===== src/shared/cds_cfg.svh =====
// Constants for the capacitive divider sequencer
`ifndef CDS_CFG_SVH
`define CDS_CFG_SVH
`define CDS_ADDR_W        4
`define CDS_OFF_CTRL0     4'h0
`define CDS_OFF_CTRL3     4'h1
`define CDS_OFF_STAT      4'h2
`define CDS_OFF_PRE       4'h3
`define CDS_OFF_ACQ       4'h4
`define CDS_OFF_CAP       4'h5
`define CDS_OFF_RES0      4'h6
`define CDS_OFF_RES1      4'h7
`define CDS_OFF_CTRL1     4'h8
`define CDS_B_ON          0
`define CDS_B_GO          1
`define CDS_B_DS          0
`define CDS_B_INV         1
`define CDS_B_OVR         3
`define CDS_B_STD         4
`define CDS_B_LOWZ        5
`define CDS_B_IPOL        6
`define CDS_B_EPOL        7
`define CDS_B_GPOL        2
`define CDS_B_RC          0
`define CDS_B_TRIG        1
`define CDS_B_FLAG        0
`define CDS_ST_IDLE       3'b000
`define CDS_ST_PRE1       3'b001
`define CDS_ST_ACQ1       3'b011
`define CDS_ST_CNV1       3'b010
`define CDS_ST_PRE2       3'b101
`define CDS_ST_ACQ2       3'b111
`define CDS_ST_CNV2       3'b110
`define CDS_GAP_CYCLES    2'd2
`define CDS_INSTRUCTION_CYCLE_TIME_CYCLES  3'd4
`define CDS_RES_ZERO      10'h000
`endif


===== src/shared/cds_pkg.sv =====
// Types for the capacitive divider sequencer
package cds_pkg;
  typedef enum logic [2:0] {
    CDS_IDLE, CDS_PRE, CDS_ACQ, CDS_CNV, CDS_GAP
  } cds_phase_type;
endpackage : cds_pkg


===== src/design/cds_sar.sv =====
// Ten bit successive approximation register, MSB first
`timescale 1ns/1ps
`default_nettype none
`include "cds_cfg.svh"
module cds_sar #(
  parameter int Bits = 10
) (
  input  wire logic            clk,
  input  wire logic            rst,
  input  wire logic            start,
  input  wire logic            abort,
  input  wire logic            compHigh,
  output var  logic            busy,
  output var  logic            done,
  output var  logic [Bits-1:0] value
);
  typedef struct packed {
    logic            busy;
    logic            done;
    logic [Bits-1:0] val;
    logic [Bits-1:0] probe;
  } cds_sar_type;
  cds_sar_type state_reg;
  cds_sar_type state_next;

  always_comb begin
    state_next = state_reg;
    state_next.done = 1'b0;
    if (start) begin
      state_next.busy = 1'b1;
      state_next.val = '0;
      state_next.probe = {1'b1, {(Bits-1){1'b0}}};
    end else if (state_reg.busy && abort) begin
      state_next.busy = 1'b0;
    end else if (state_reg.busy) begin
      if (compHigh) begin
        state_next.val = state_reg.val | state_reg.probe;
      end
      state_next.probe = state_reg.probe >> 1;
      if (state_reg.probe[0]) begin
        state_next.busy = 1'b0;
        state_next.done = 1'b1;
      end
    end
  end

  always_ff @(posedge clk or posedge rst) begin
    if (rst) begin
      state_reg <= '0;
    end else begin
      state_reg <= state_next;
    end
  end

  assign busy = state_reg.busy;
  assign done = state_reg.done;
  assign value = state_reg.val;
endmodule : cds_sar
`default_nettype wire


===== src/design/cds_sequencer.sv =====
// Capacitive divider sequencer with register port and pin controls
// Functional notes
// - Extra capacitance select adds to hold capacitor
// - Extra capacitance disconnected during conversion
// - Either bus-out enable connects bus to pin
// - Override drives monitor pin in pre-charge
// - No monitor pin override outside pre-charge
// - Pre-charge, acquisition last programmed 1-127 timer steps (4-clock instruction cycles or RC ticks)
// - RC clock option paces the stage timers
// - Ten bit result MSB first from zero
// - First result pair 0, second pair 1
// - Each pair held zero during its conversion
// - Second pair zeroed only while the second sample converts
// - Status code per stage, zero at end
// - Zero pre-charge count skips pre-charge
// - Completion clears go, sets flag, updates results
// - Second sample inverts polarities, stored bits unchanged
// - Second sample starts two cycles after first conversion
`timescale 1ns/1ps
`default_nettype none
`include "cds_cfg.svh"
module cds_sequencer
  import cds_pkg::*;
#(
  parameter int Bits = 10
) (
  input  wire logic                  clk,
  input  wire logic                  rst,
  input  wire logic [`CDS_ADDR_W-1:0] regAddr,
  input  wire logic [7:0]            regWdata,
  input  wire logic                  regWrite,
  input  wire logic                  regRead,
  output var  logic [15:0]           regRdata,
  input  wire logic                  rcTick,
  input  wire logic                  eventTrigger,
  input  wire logic                  compHigh,
  output var  logic [2:0]            extraCapSelect,
  output var  logic                  extraCapConnect,
  output var  logic                  busOutStdEnable,
  output var  logic                  busOutLowzEnable,
  output var  logic                  monitorPinOut,
  output var  logic                  monitorPinOverride,
  output var  logic                  holdChargeHigh,
  output var  logic                  channelDriveHigh,
  output var  logic                  channelDriveEnable,
  output var  logic                  channelToHold,
  output var  logic                  guardLevel,
  output var  logic [2:0]            phaseStatus,
  output var  logic                  converterIntFlag,
  output var  logic                  convGo
);
  typedef struct packed {
    cds_phase_type   phase;
    logic            second;
    logic [6:0]      count;
    logic [2:0]      instruction_cycle_time;
    logic [1:0]      gap;
    logic            enable;
    logic            go;
    logic            trigEn;
    logic            trigPrev;
    logic            rcSel;
    logic [7:0]      ctrl3;
    logic            guardPol;
    logic [6:0]      preCount;
    logic [6:0]      acqCount;
    logic [2:0]      capSel;
    logic [Bits-1:0] res0;
    logic [Bits-1:0] res1;
    logic            intFlag;
    logic            sarStart;
    logic [15:0]     rdata;
    logic [2:0]      stat;
  } cds_seq_type;
  cds_seq_type state_reg;
  cds_seq_type state_next;

  logic            sarBusy;
  logic            sarDone;
  logic [Bits-1:0] sarValue;

  cds_sar #(.Bits(Bits)) sarUnit (
    .clk      (clk),
    .rst      (rst),
    .start    (state_reg.sarStart),
    .abort    (!state_reg.go),
    .compHigh (compHigh),
    .busy     (sarBusy),
    .done     (sarDone),
    .value    (sarValue)
  );

  // Status code for a phase of the first or second sample
  function automatic logic [2:0] statCode(input cds_phase_type ph, input logic sec);
    logic [2:0] code;
    code = `CDS_ST_IDLE;
    unique case (ph)
      CDS_IDLE: code = `CDS_ST_IDLE;
      CDS_PRE:  code = sec ? `CDS_ST_PRE2 : `CDS_ST_PRE1;
      CDS_ACQ:  code = sec ? `CDS_ST_ACQ2 : `CDS_ST_ACQ1;
      CDS_CNV:  code = sec ? `CDS_ST_CNV2 : `CDS_ST_CNV1;
      CDS_GAP:  code = `CDS_ST_CNV1;
    endcase
    return code;
  endfunction : statCode

  logic tick;
  logic startReq;
  logic invNow;
  logic goWrite;

  always_comb begin
    state_next = state_reg;
    state_next.sarStart = 1'b0;
    // Timer step: instruction cycle, or RC tick when RC is conversion clock
    tick = state_reg.rcSel ? rcTick : (state_reg.instruction_cycle_time == `CDS_INSTRUCTION_CYCLE_TIME_CYCLES - 3'd1);
    state_next.instruction_cycle_time = (state_reg.instruction_cycle_time == `CDS_INSTRUCTION_CYCLE_TIME_CYCLES - 3'd1) ? 3'd0
                     : state_reg.instruction_cycle_time + 3'd1;
    goWrite = regWrite && (regAddr == `CDS_OFF_CTRL0) && regWdata[`CDS_B_GO];
    startReq = state_reg.enable && (state_reg.phase == CDS_IDLE)
             && (goWrite || (state_reg.trigEn && eventTrigger && !state_reg.trigPrev));
    state_next.trigPrev = eventTrigger;

    // Register writes
    if (regWrite) begin
      unique case (regAddr)
        `CDS_OFF_CTRL0: begin
          state_next.enable = regWdata[`CDS_B_ON];
          if (!regWdata[`CDS_B_GO]) begin
            state_next.go = 1'b0;
          end
        end
        `CDS_OFF_CTRL1: begin
          state_next.rcSel = regWdata[`CDS_B_RC];
          state_next.trigEn = regWdata[`CDS_B_TRIG];
          state_next.guardPol = regWdata[`CDS_B_GPOL];
        end
        `CDS_OFF_CTRL3: state_next.ctrl3 = regWdata;
        `CDS_OFF_PRE:   state_next.preCount = regWdata[6:0];
        `CDS_OFF_ACQ:   state_next.acqCount = regWdata[6:0];
        `CDS_OFF_CAP:   state_next.capSel = regWdata[2:0];
        `CDS_OFF_STAT:  state_next.intFlag = regWdata[`CDS_B_FLAG] & state_reg.intFlag;
        default: ;
      endcase
    end

    // Sequencer
    unique case (state_reg.phase)
      CDS_IDLE: begin
        if (startReq) begin
          state_next.go = 1'b1;
          state_next.second = 1'b0;
          state_next.instruction_cycle_time = 3'd0;
          if (state_reg.preCount != 7'd0) begin
            state_next.phase = CDS_PRE;
            state_next.count = state_reg.preCount;
          end else begin
            state_next.phase = CDS_ACQ;
            state_next.count = state_reg.acqCount;
          end
        end
      end
      CDS_PRE, CDS_ACQ: begin
        if (tick) begin
          if (state_reg.count > 7'd1) begin
            state_next.count = state_reg.count - 7'd1;
          end else if (state_reg.phase == CDS_PRE && state_reg.acqCount != 7'd0) begin
            state_next.phase = CDS_ACQ;
            state_next.count = state_reg.acqCount;
          end else begin
            state_next.phase = CDS_CNV;
            state_next.sarStart = 1'b1;
          end
        end
      end
      CDS_CNV: begin
        if (sarDone) begin
          if (state_reg.second) begin
            state_next.res1 = sarValue;
            state_next.phase = CDS_IDLE;
            state_next.go = 1'b0;
            state_next.intFlag = 1'b1;
          end else begin
            state_next.res0 = sarValue;
            if (state_reg.ctrl3[`CDS_B_DS]) begin
              state_next.phase = CDS_GAP;
              state_next.gap = `CDS_GAP_CYCLES - 2'd1;
            end else begin
              state_next.phase = CDS_IDLE;
              state_next.go = 1'b0;
              state_next.intFlag = 1'b1;
            end
          end
        end
      end
      CDS_GAP: begin
        if (state_reg.gap != 2'd0) begin
          state_next.gap = state_reg.gap - 2'd1;
        end else begin
          state_next.second = 1'b1;
          state_next.instruction_cycle_time = 3'd0;
          if (state_reg.preCount != 7'd0) begin
            state_next.phase = CDS_PRE;
            state_next.count = state_reg.preCount;
          end else begin
            state_next.phase = CDS_ACQ;
            state_next.count = state_reg.acqCount;
          end
        end
      end
    endcase

    // Zero the pair being converted
    if (state_next.sarStart) begin
      if (state_reg.second) begin
        state_next.res1 = `CDS_RES_ZERO;
      end else begin
        state_next.res0 = `CDS_RES_ZERO;
      end
    end

    // Abort by clearing go, or by turning the converter off
    if (state_reg.phase != CDS_IDLE && (!state_next.go || !state_next.enable)) begin
      if (state_reg.phase == CDS_CNV) begin
        if (state_reg.second) state_next.res1 = sarValue;
        else state_next.res0 = sarValue;
      end
      state_next.phase = CDS_IDLE;
      state_next.go = 1'b0;
    end

    state_next.stat = statCode(state_next.phase, state_next.second);
    // From next state, so pins flip with the first cycle of the second sample
    invNow = state_next.second && (state_next.phase != CDS_IDLE)
           && state_reg.ctrl3[`CDS_B_INV];

    state_next.rdata = 16'h0000;
    if (regRead) begin
      unique case (regAddr)
        `CDS_OFF_CTRL0: state_next.rdata = {14'h0000, state_reg.go, state_reg.enable};
        `CDS_OFF_CTRL1: state_next.rdata = {13'h0000, state_reg.guardPol,
                                            state_reg.trigEn, state_reg.rcSel};
        `CDS_OFF_CTRL3: state_next.rdata = {8'h00, state_reg.ctrl3};
        `CDS_OFF_STAT:  state_next.rdata = {12'h000, state_reg.intFlag, state_reg.stat};
        `CDS_OFF_PRE:   state_next.rdata = {9'h000, state_reg.preCount};
        `CDS_OFF_ACQ:   state_next.rdata = {9'h000, state_reg.acqCount};
        `CDS_OFF_CAP:   state_next.rdata = {13'h0000, state_reg.capSel};
        `CDS_OFF_RES0:  state_next.rdata = {{(16-Bits){1'b0}}, state_reg.res0};
        `CDS_OFF_RES1:  state_next.rdata = {{(16-Bits){1'b0}}, state_reg.res1};
        default:        state_next.rdata = 16'h0000;
      endcase
    end
    // Interrupt flag set wins over a software clear in the same cycle
    if (state_reg.intFlag && !state_next.intFlag && regWrite
        && regAddr == `CDS_OFF_STAT && state_reg.phase == CDS_CNV && sarDone
        && (state_reg.second || !state_reg.ctrl3[`CDS_B_DS])) begin
      state_next.intFlag = 1'b1;
    end
  end

  // Pin controls are registered so every output leaves a flip-flop
  typedef struct packed {
    logic capOn;
    logic ovr;
    logic pinOut;
    logic holdHigh;
    logic chanHigh;
    logic chanDrive;
    logic chanHold;
    logic guard;
  } cds_pins_type;
  cds_pins_type pins_reg;
  cds_pins_type pins_next;

  always_comb begin
    pins_next = '0;
    // Hold capacitor gets extra capacitance, but never while converting
    pins_next.capOn = (state_next.phase != CDS_CNV) && (state_next.capSel != 3'd0);
    pins_next.ovr = state_reg.ctrl3[`CDS_B_OVR] && (state_next.phase == CDS_PRE);
    pins_next.pinOut = pins_next.ovr && (state_reg.ctrl3[`CDS_B_IPOL] ^ invNow);
    pins_next.holdHigh = state_reg.ctrl3[`CDS_B_IPOL] ^ invNow;
    pins_next.chanHigh = state_reg.ctrl3[`CDS_B_EPOL] ^ invNow;
    pins_next.chanDrive = (state_next.phase == CDS_PRE);
    pins_next.chanHold = (state_next.phase == CDS_ACQ);
    pins_next.guard = state_reg.guardPol ^ invNow ^ (state_next.phase == CDS_ACQ);
  end

  always_ff @(posedge clk or posedge rst) begin
    if (rst) begin
      state_reg <= '0;
      pins_reg <= '0;
    end else begin
      state_reg <= state_next;
      pins_reg <= pins_next;
    end
  end

  assign regRdata = state_reg.rdata;
  assign extraCapSelect = state_reg.capSel;
  assign extraCapConnect = pins_reg.capOn;
  assign busOutStdEnable = state_reg.ctrl3[`CDS_B_STD];
  assign busOutLowzEnable = state_reg.ctrl3[`CDS_B_LOWZ];
  assign monitorPinOut = pins_reg.pinOut;
  assign monitorPinOverride = pins_reg.ovr;
  assign holdChargeHigh = pins_reg.holdHigh;
  assign channelDriveHigh = pins_reg.chanHigh;
  assign channelDriveEnable = pins_reg.chanDrive;
  assign channelToHold = pins_reg.chanHold;
  assign guardLevel = pins_reg.guard;
  assign phaseStatus = state_reg.stat;
  assign converterIntFlag = state_reg.intFlag;
  assign convGo = state_reg.go;
endmodule : cds_sequencer
`default_nettype wire


===== config.mk =====
export PLATFORM = sky130hd
export DESIGN_NAME = cds_sequencer
export DESIGN_NICKNAME = d
export VERILOG_FILES = /design/src/shared/cds_pkg.sv /design/src/design/cds_sar.sv /design/src/design/cds_sequencer.sv
export VERILOG_INCLUDE_DIRS = /design/src /design/src/shared
export SDC_FILE = /design/constraint.sdc
export NUM_CORES = 1
export LEC_CHECK = 0
export BUFFER_PORTS_ARGS = -buffer_cell sky130_fd_sc_hd__clkbuf_2
export CORE_MARGIN = 4
export CORE_UTILIZATION = 27
export CTS_CLUSTER_DIAMETER = 120
export CTS_CLUSTER_SIZE = 20
export DETAILED_ROUTE_END_ITERATION = 7
export GPL_TIMING_DRIVEN = 0
export PLACE_DENSITY = 0.43
export SLEW_MARGIN = 0
export SYNTH_ARGS = -nofsm -noshare
export SYNTH_HDL_FRONTEND = slang
export SYNTH_SLANG_ARGS = --single-unit

===== constraint.sdc =====
create_clock -name clk -period 6.8 [get_ports clk]
set_clock_uncertainty 0.05 [all_clocks]
set_input_delay 1.02 -clock clk [delete_from_list [all_inputs] [get_ports clk]]
set_output_delay 1.02 -clock clk [all_outputs]
set_load 0.005 [all_outputs]

# After elaboration in Yosys (flattened, before gate mapping)
# Index checks and enable logic that the tools add are counted.
# W data, S select, Z words.
# word_totals
out_inout_bits,34
reg_bits,118
in_bits,19
wordCells,192
# classes
reduce_logical,51
order_cmp,1
mux,71
n_eq_ne,27
n_bitwise,6
addsub,3
# ops
operator,count
$pmux W10 S9,1
$mux W10,8
$mux W20,4
$mux W21,3
$mux W3,13
$mux W14,2
$mux W7,4
$mux W22,1
$mux W1,21
$pmux W7 S3,1
$logic_and A1 B1 Y1,20
$eq A4 B3 Y1 const B,4
$eq A3 B2 Y1 const B,5
$pmux W3 S5,1
$mux W2,7
$ne A2 B2 Y1 const B,7
$reduce_bool A7 Y1,2
$pmux W3 S4,1
$reduce_bool A3 Y1,4
$or A10 B10 Y10,1
$reduce_and A2 Y1,5
$reduce_and A5 Y1,2
$eq A4 B2 Y1 const B,2
$reduce_bool A2 Y1,4
other kinds (22),36

# Depth between registers and ports, before layout
# depth
ltp_word,16
mapped_depth,9
depth_no_buf,9

# Cells and area by module
# A second synthesis with hierarchy kept.
# unflattened
hier_cells,549
area_unflattened_um2,5736.8
# by_module_without_submodules
mod,cells_each,seq_area_each_um2,area_each_um2,n_inst
cds_sequencer,458,2252.2,4805.9,1
cds_sar,91,550.5,930.9,1

# Worst setup path after synthesis
# No wires, ideal clock.
# synth_path
kind,in2reg
from,in regAddr[3]
to,reg state_reg[78] (netlist bit)
n_path_buf,2
setup_ns,0.119
slack_ns,3.483
t_required_ns,6.631
t_arrival_ns,3.148
path_stages,9
path_cell_list,clkbuf_1 > nor3b_1 > a41oi_1 > o21ai_0 > nand2_1 > o31ai_1 > clkbuf_1 > o221ai_1 > o21a_1
# synth_via
elab_chain_cells,7
# synth_lines
item,line,text
"start, declared",cds_sequencer.sv:29,"input wire logic [`CDS_ADDR_W-1:0] regAddr,"
$logic_not A4 Y1,n/a,
$logic_and A1 B1 Y1 (2 in a row),cds_sequencer.sv:119,goWrite = regWrite && (regAddr == `CDS_OFF_CTRL0) && regWdata[`CDS_B_GO];
$logic_or A1 B1 Y1,cds_sequencer.sv:121,&& (goWrite || (state_reg.trigEn && eventTrigger && !state_reg.trigPrev));
$logic_and A1 B1 Y1,cds_sequencer.sv:121,
$ne A2 B2 Y1 (no line),n/a,
$reduce_and A5 Y1 (no line),n/a,
"end signal, assigned",cds_sequencer.sv:293,state_reg <= state_next;
"end, declared",cds_sequencer.sv:75,cds_seq_type state_reg;
# No other way between the ends.
# A chain may end at the register's enable or synchronous reset.

# Worst setup path after layout
# layout_path
from,in regAddr[3]
to,reg state_reg[79] (netlist bit)
# Same word-level chain as after synthesis.

==> impl_metrics.json <==
{
  "htreeDepth": 3,
  "dr.pass1.iters": 4,
  "cp_data_arrival_time_ns": 4.06,
  "end_kind": "flop",
  "grt_pass1_wl_mm": 23.77,
  "place_congestion": 0.8654,
  "final-hold-violation-count": 0,
  "irDropWorstVdd_v": 0.0001084,
  "tightest_slew_ns": 0.9409,
  "ys_ff_latch": 112,
  "cts_tree": "built",
  "place_inst": 818,
  "post_drt_via_cell_ratio": 4.871,
  "syn_inst": 504,
  "hold_buffers": 0,
  "drc": 0,
  "hp-class": "reg2reg",
  "crit_type": "in2reg",
  "grt_max_degree": 59,
  "first_iter_violations": 237,
  "cts.sinks": 112,
  "largest_reg_flops": 62,
  "dp_slack_ns": 2.615,
  "worstPathRequired_ns": 7.00,
  "fmax_mhz": 258.9,
  "fp.dieH_um": 150.2,
  "setup_viol": 0,
  "yosysUniqueCellTypes": 63,
  "finalCritPeriodShare_pct": 56.80,
  "numPortBuffers": 43,
  "synth_flop_cell": "dfrtp_1",
  "finalNonFillerCells": 834,
  "slew_headroom_pct": 36.75,
  "wl_per_cell_um": 17.76,
  "cts_setup_buffers": 0,
  "p_leak_nw": 2.845,
  "die_area_um2": 22570,
  "drtAntennaViolNets": 0,
  "placed_cell_area_um2": 6061,
  "ys_seq_area_share_pct": 51.31,
  "synth_edf_count": 0,
  "min_period_ns": 3.863,
  "antenna_found_initial": 1,
  "final_nets": 587,
  "die_w_um": 150.2,
  "rsz0062_at_grt": "no",
  "drv_slew": 0,
  "async_reset_ff_share_pct": 100.0,
  "start_util_pct": 27.79,
  "syn2layout_area_growth_pct": 16.38,
  "grt_overflow_total": 0,
  "clk_path_buf_depth": 2,
  "power-per-cell-area_nw_per_um2": 290.4,
  "hpwl_mm": 11.06,
  "cts_resized": 0,
  "coreArea_um2": 19650,
  "finalInstanceArea_um2": 6357,
  "clk_pin_slew_ns": 0.07,
  "clkLatencyLatePin_ns": 0.35,
  "maxCapViolations": 0,
  "vias": 4062,
  "status": "completed",
  "setup_tns_ns": 0,
  "syn_area_um2": 5463,
  "io_pins": 53,
  "drive_above_1_share_pct": 22.67,
  "root_buffer": "clkbuf_16",
  "grt_pass1_vias": 4162,
  "wirelength_mm": 14.81,
  "avgSynthCellArea_um2": 10.84,
  "n_fill_cell": 2118,
  "diodes": 0,
  "fin_ws_ns": 2.937,
  "cp-start-kind": "primary input",
  "cts-buffers-inserted": 9,
  "grt_util_all_layers_pct": 13.66,
  "rows": 51,
  "worst-path-max-fanout": 10,
  "yosys_warnings": 0
}
-- cell families (layout without fill, tap and decap cells) --
kind of cell	Yosys count	after routing	share of synthesized area [%]
other	1	6	0.06865
XOR/XNOR	8	8	1.283
buffers and inverters	56	116	5.359
AO/OA/AOI/OAI	137	137	17.96
multiplexers	47	47	10.10
flip-flops	112	112	51.31
AND/OR/NAND/NOR	139	139	13.01
adder cells (fa/ha/maj)	4	4	0.9162
-- worst paths after layout --
path	from	to	slack, ns	cells after the start
min in group asynchronous	rst	regRdata[8]	0.67	2
setup reg to reg	state_reg[80]	holdChargeHigh	3.61	8
setup / recovery	regAddr[3]	state_reg[79]	2.94	9
hold / removal	state_reg[74]	state_reg[74]	0.40	1
hold reg to reg	state_reg[74]	state_reg[74]	0.40	1
max in group asynchronous	rst	regRdata[6]	5.38	3
-- cell usage after synthesis (3+ instances only) --
library cell,n,area share [%]
dfrtp_1,112,51
a21oi_1,40,3.7
nand2_1,39,2.7
nor2_1,37,2.5
mux2_2,35,7.2
buf_4,22,3.0
a22o_1,21,3.4
clkbuf_1,20,1.4
o21ai_0,16,1.5
inv_1,12,0.82
mux2i_1,9,1.6
nand3_1,8,0.73
nor3_1,8,0.73
o21a_1,8,1.1
and2_1,7,0.80
and3_1,7,0.80
nor2b_1,7,0.80
nand2b_1,6,0.69
nor3b_1,6,0.82
xnor2_1,6,0.96
o221ai_1,5,0.80
a21o_1,4,0.55
a32o_1,4,0.73
ha_1,4,0.92
o31ai_1,4,0.55
a31oi_1,3,0.34
mux4_2,3,1.2
o21ai_1,3,0.27
o21bai_1,3,0.41
o22a_1,3,0.48
-- worst max-delay path, stage by stage --
cell      delay (ns)
clkbuf_1        0.19
nor3b_1         0.75
a41oi_1         0.36
o21ai_0         0.39
nand2_1         0.28
o31ai_1         0.26
clkbuf_1        0.43
o221ai_1        0.22
o21a_1          0.14
-- metal layers --
metal,routed length [um],global-route usage (%)
met3,632,3.612
met2,7055,22.12
met1,6961,18.64
met4,148,2.562
met5,13,0
-- metrics by stage --
step	total power (W)	utilization [%]	hold slack, ns
after detailed placement	0.001321	30.84	0.3989
after global placement	0.001315	30.67	0.3834
final	0.001846	32.35	0.4026
after CTS	0.001876	32.35	0.4091
after floorplan	0.001162	-	0.3664
after global routing	0.001969	32.35	0.4348
-- cell type report --
cell class	instances	area (um^2)	area share [%]
buffer	43	244.0	3.838
clock buffer	10	229.0	3.602
clock inverter	6	67.56	1.063
inverter	13	53.80	0.8463
multi-input combinational	341	2386	37.53
sequential	112	2803	44.09
tap	265	331.6	5.216
timing repair buffer	44	242.7	3.818
-- placed cells by master (no fill, tap or decap), types with 9 or more instances in the layout --
cell       synthesis  final
a21oi_1           40     40
a22o_1            21     21
buf_4             22     22
clkbuf_1          20     21
clkbuf_16          0      9
clkbuf_2           0     43
dfrtp_1          112    112
inv_1             12     11
mux2_2            35     35
mux2i_1            9      9
nand2_1           39     39
nor2_1            37     37
o21ai_0           16     16
-- report_power, final --
| part | total (W) | switching, W | internal (W) |
|---|---|---|---|
| clock network | 0.000541 | 0.000253 | 0.000288 |
| registers | 0.000872 | 0.000114 | 0.000758 |
| logic | 0.000433 | 0.000226 | 0.000207 |
| total | 0.00185 | 0.000593 | 0.00125 |
No activity file was read; power rests on OpenSTA's default activity.
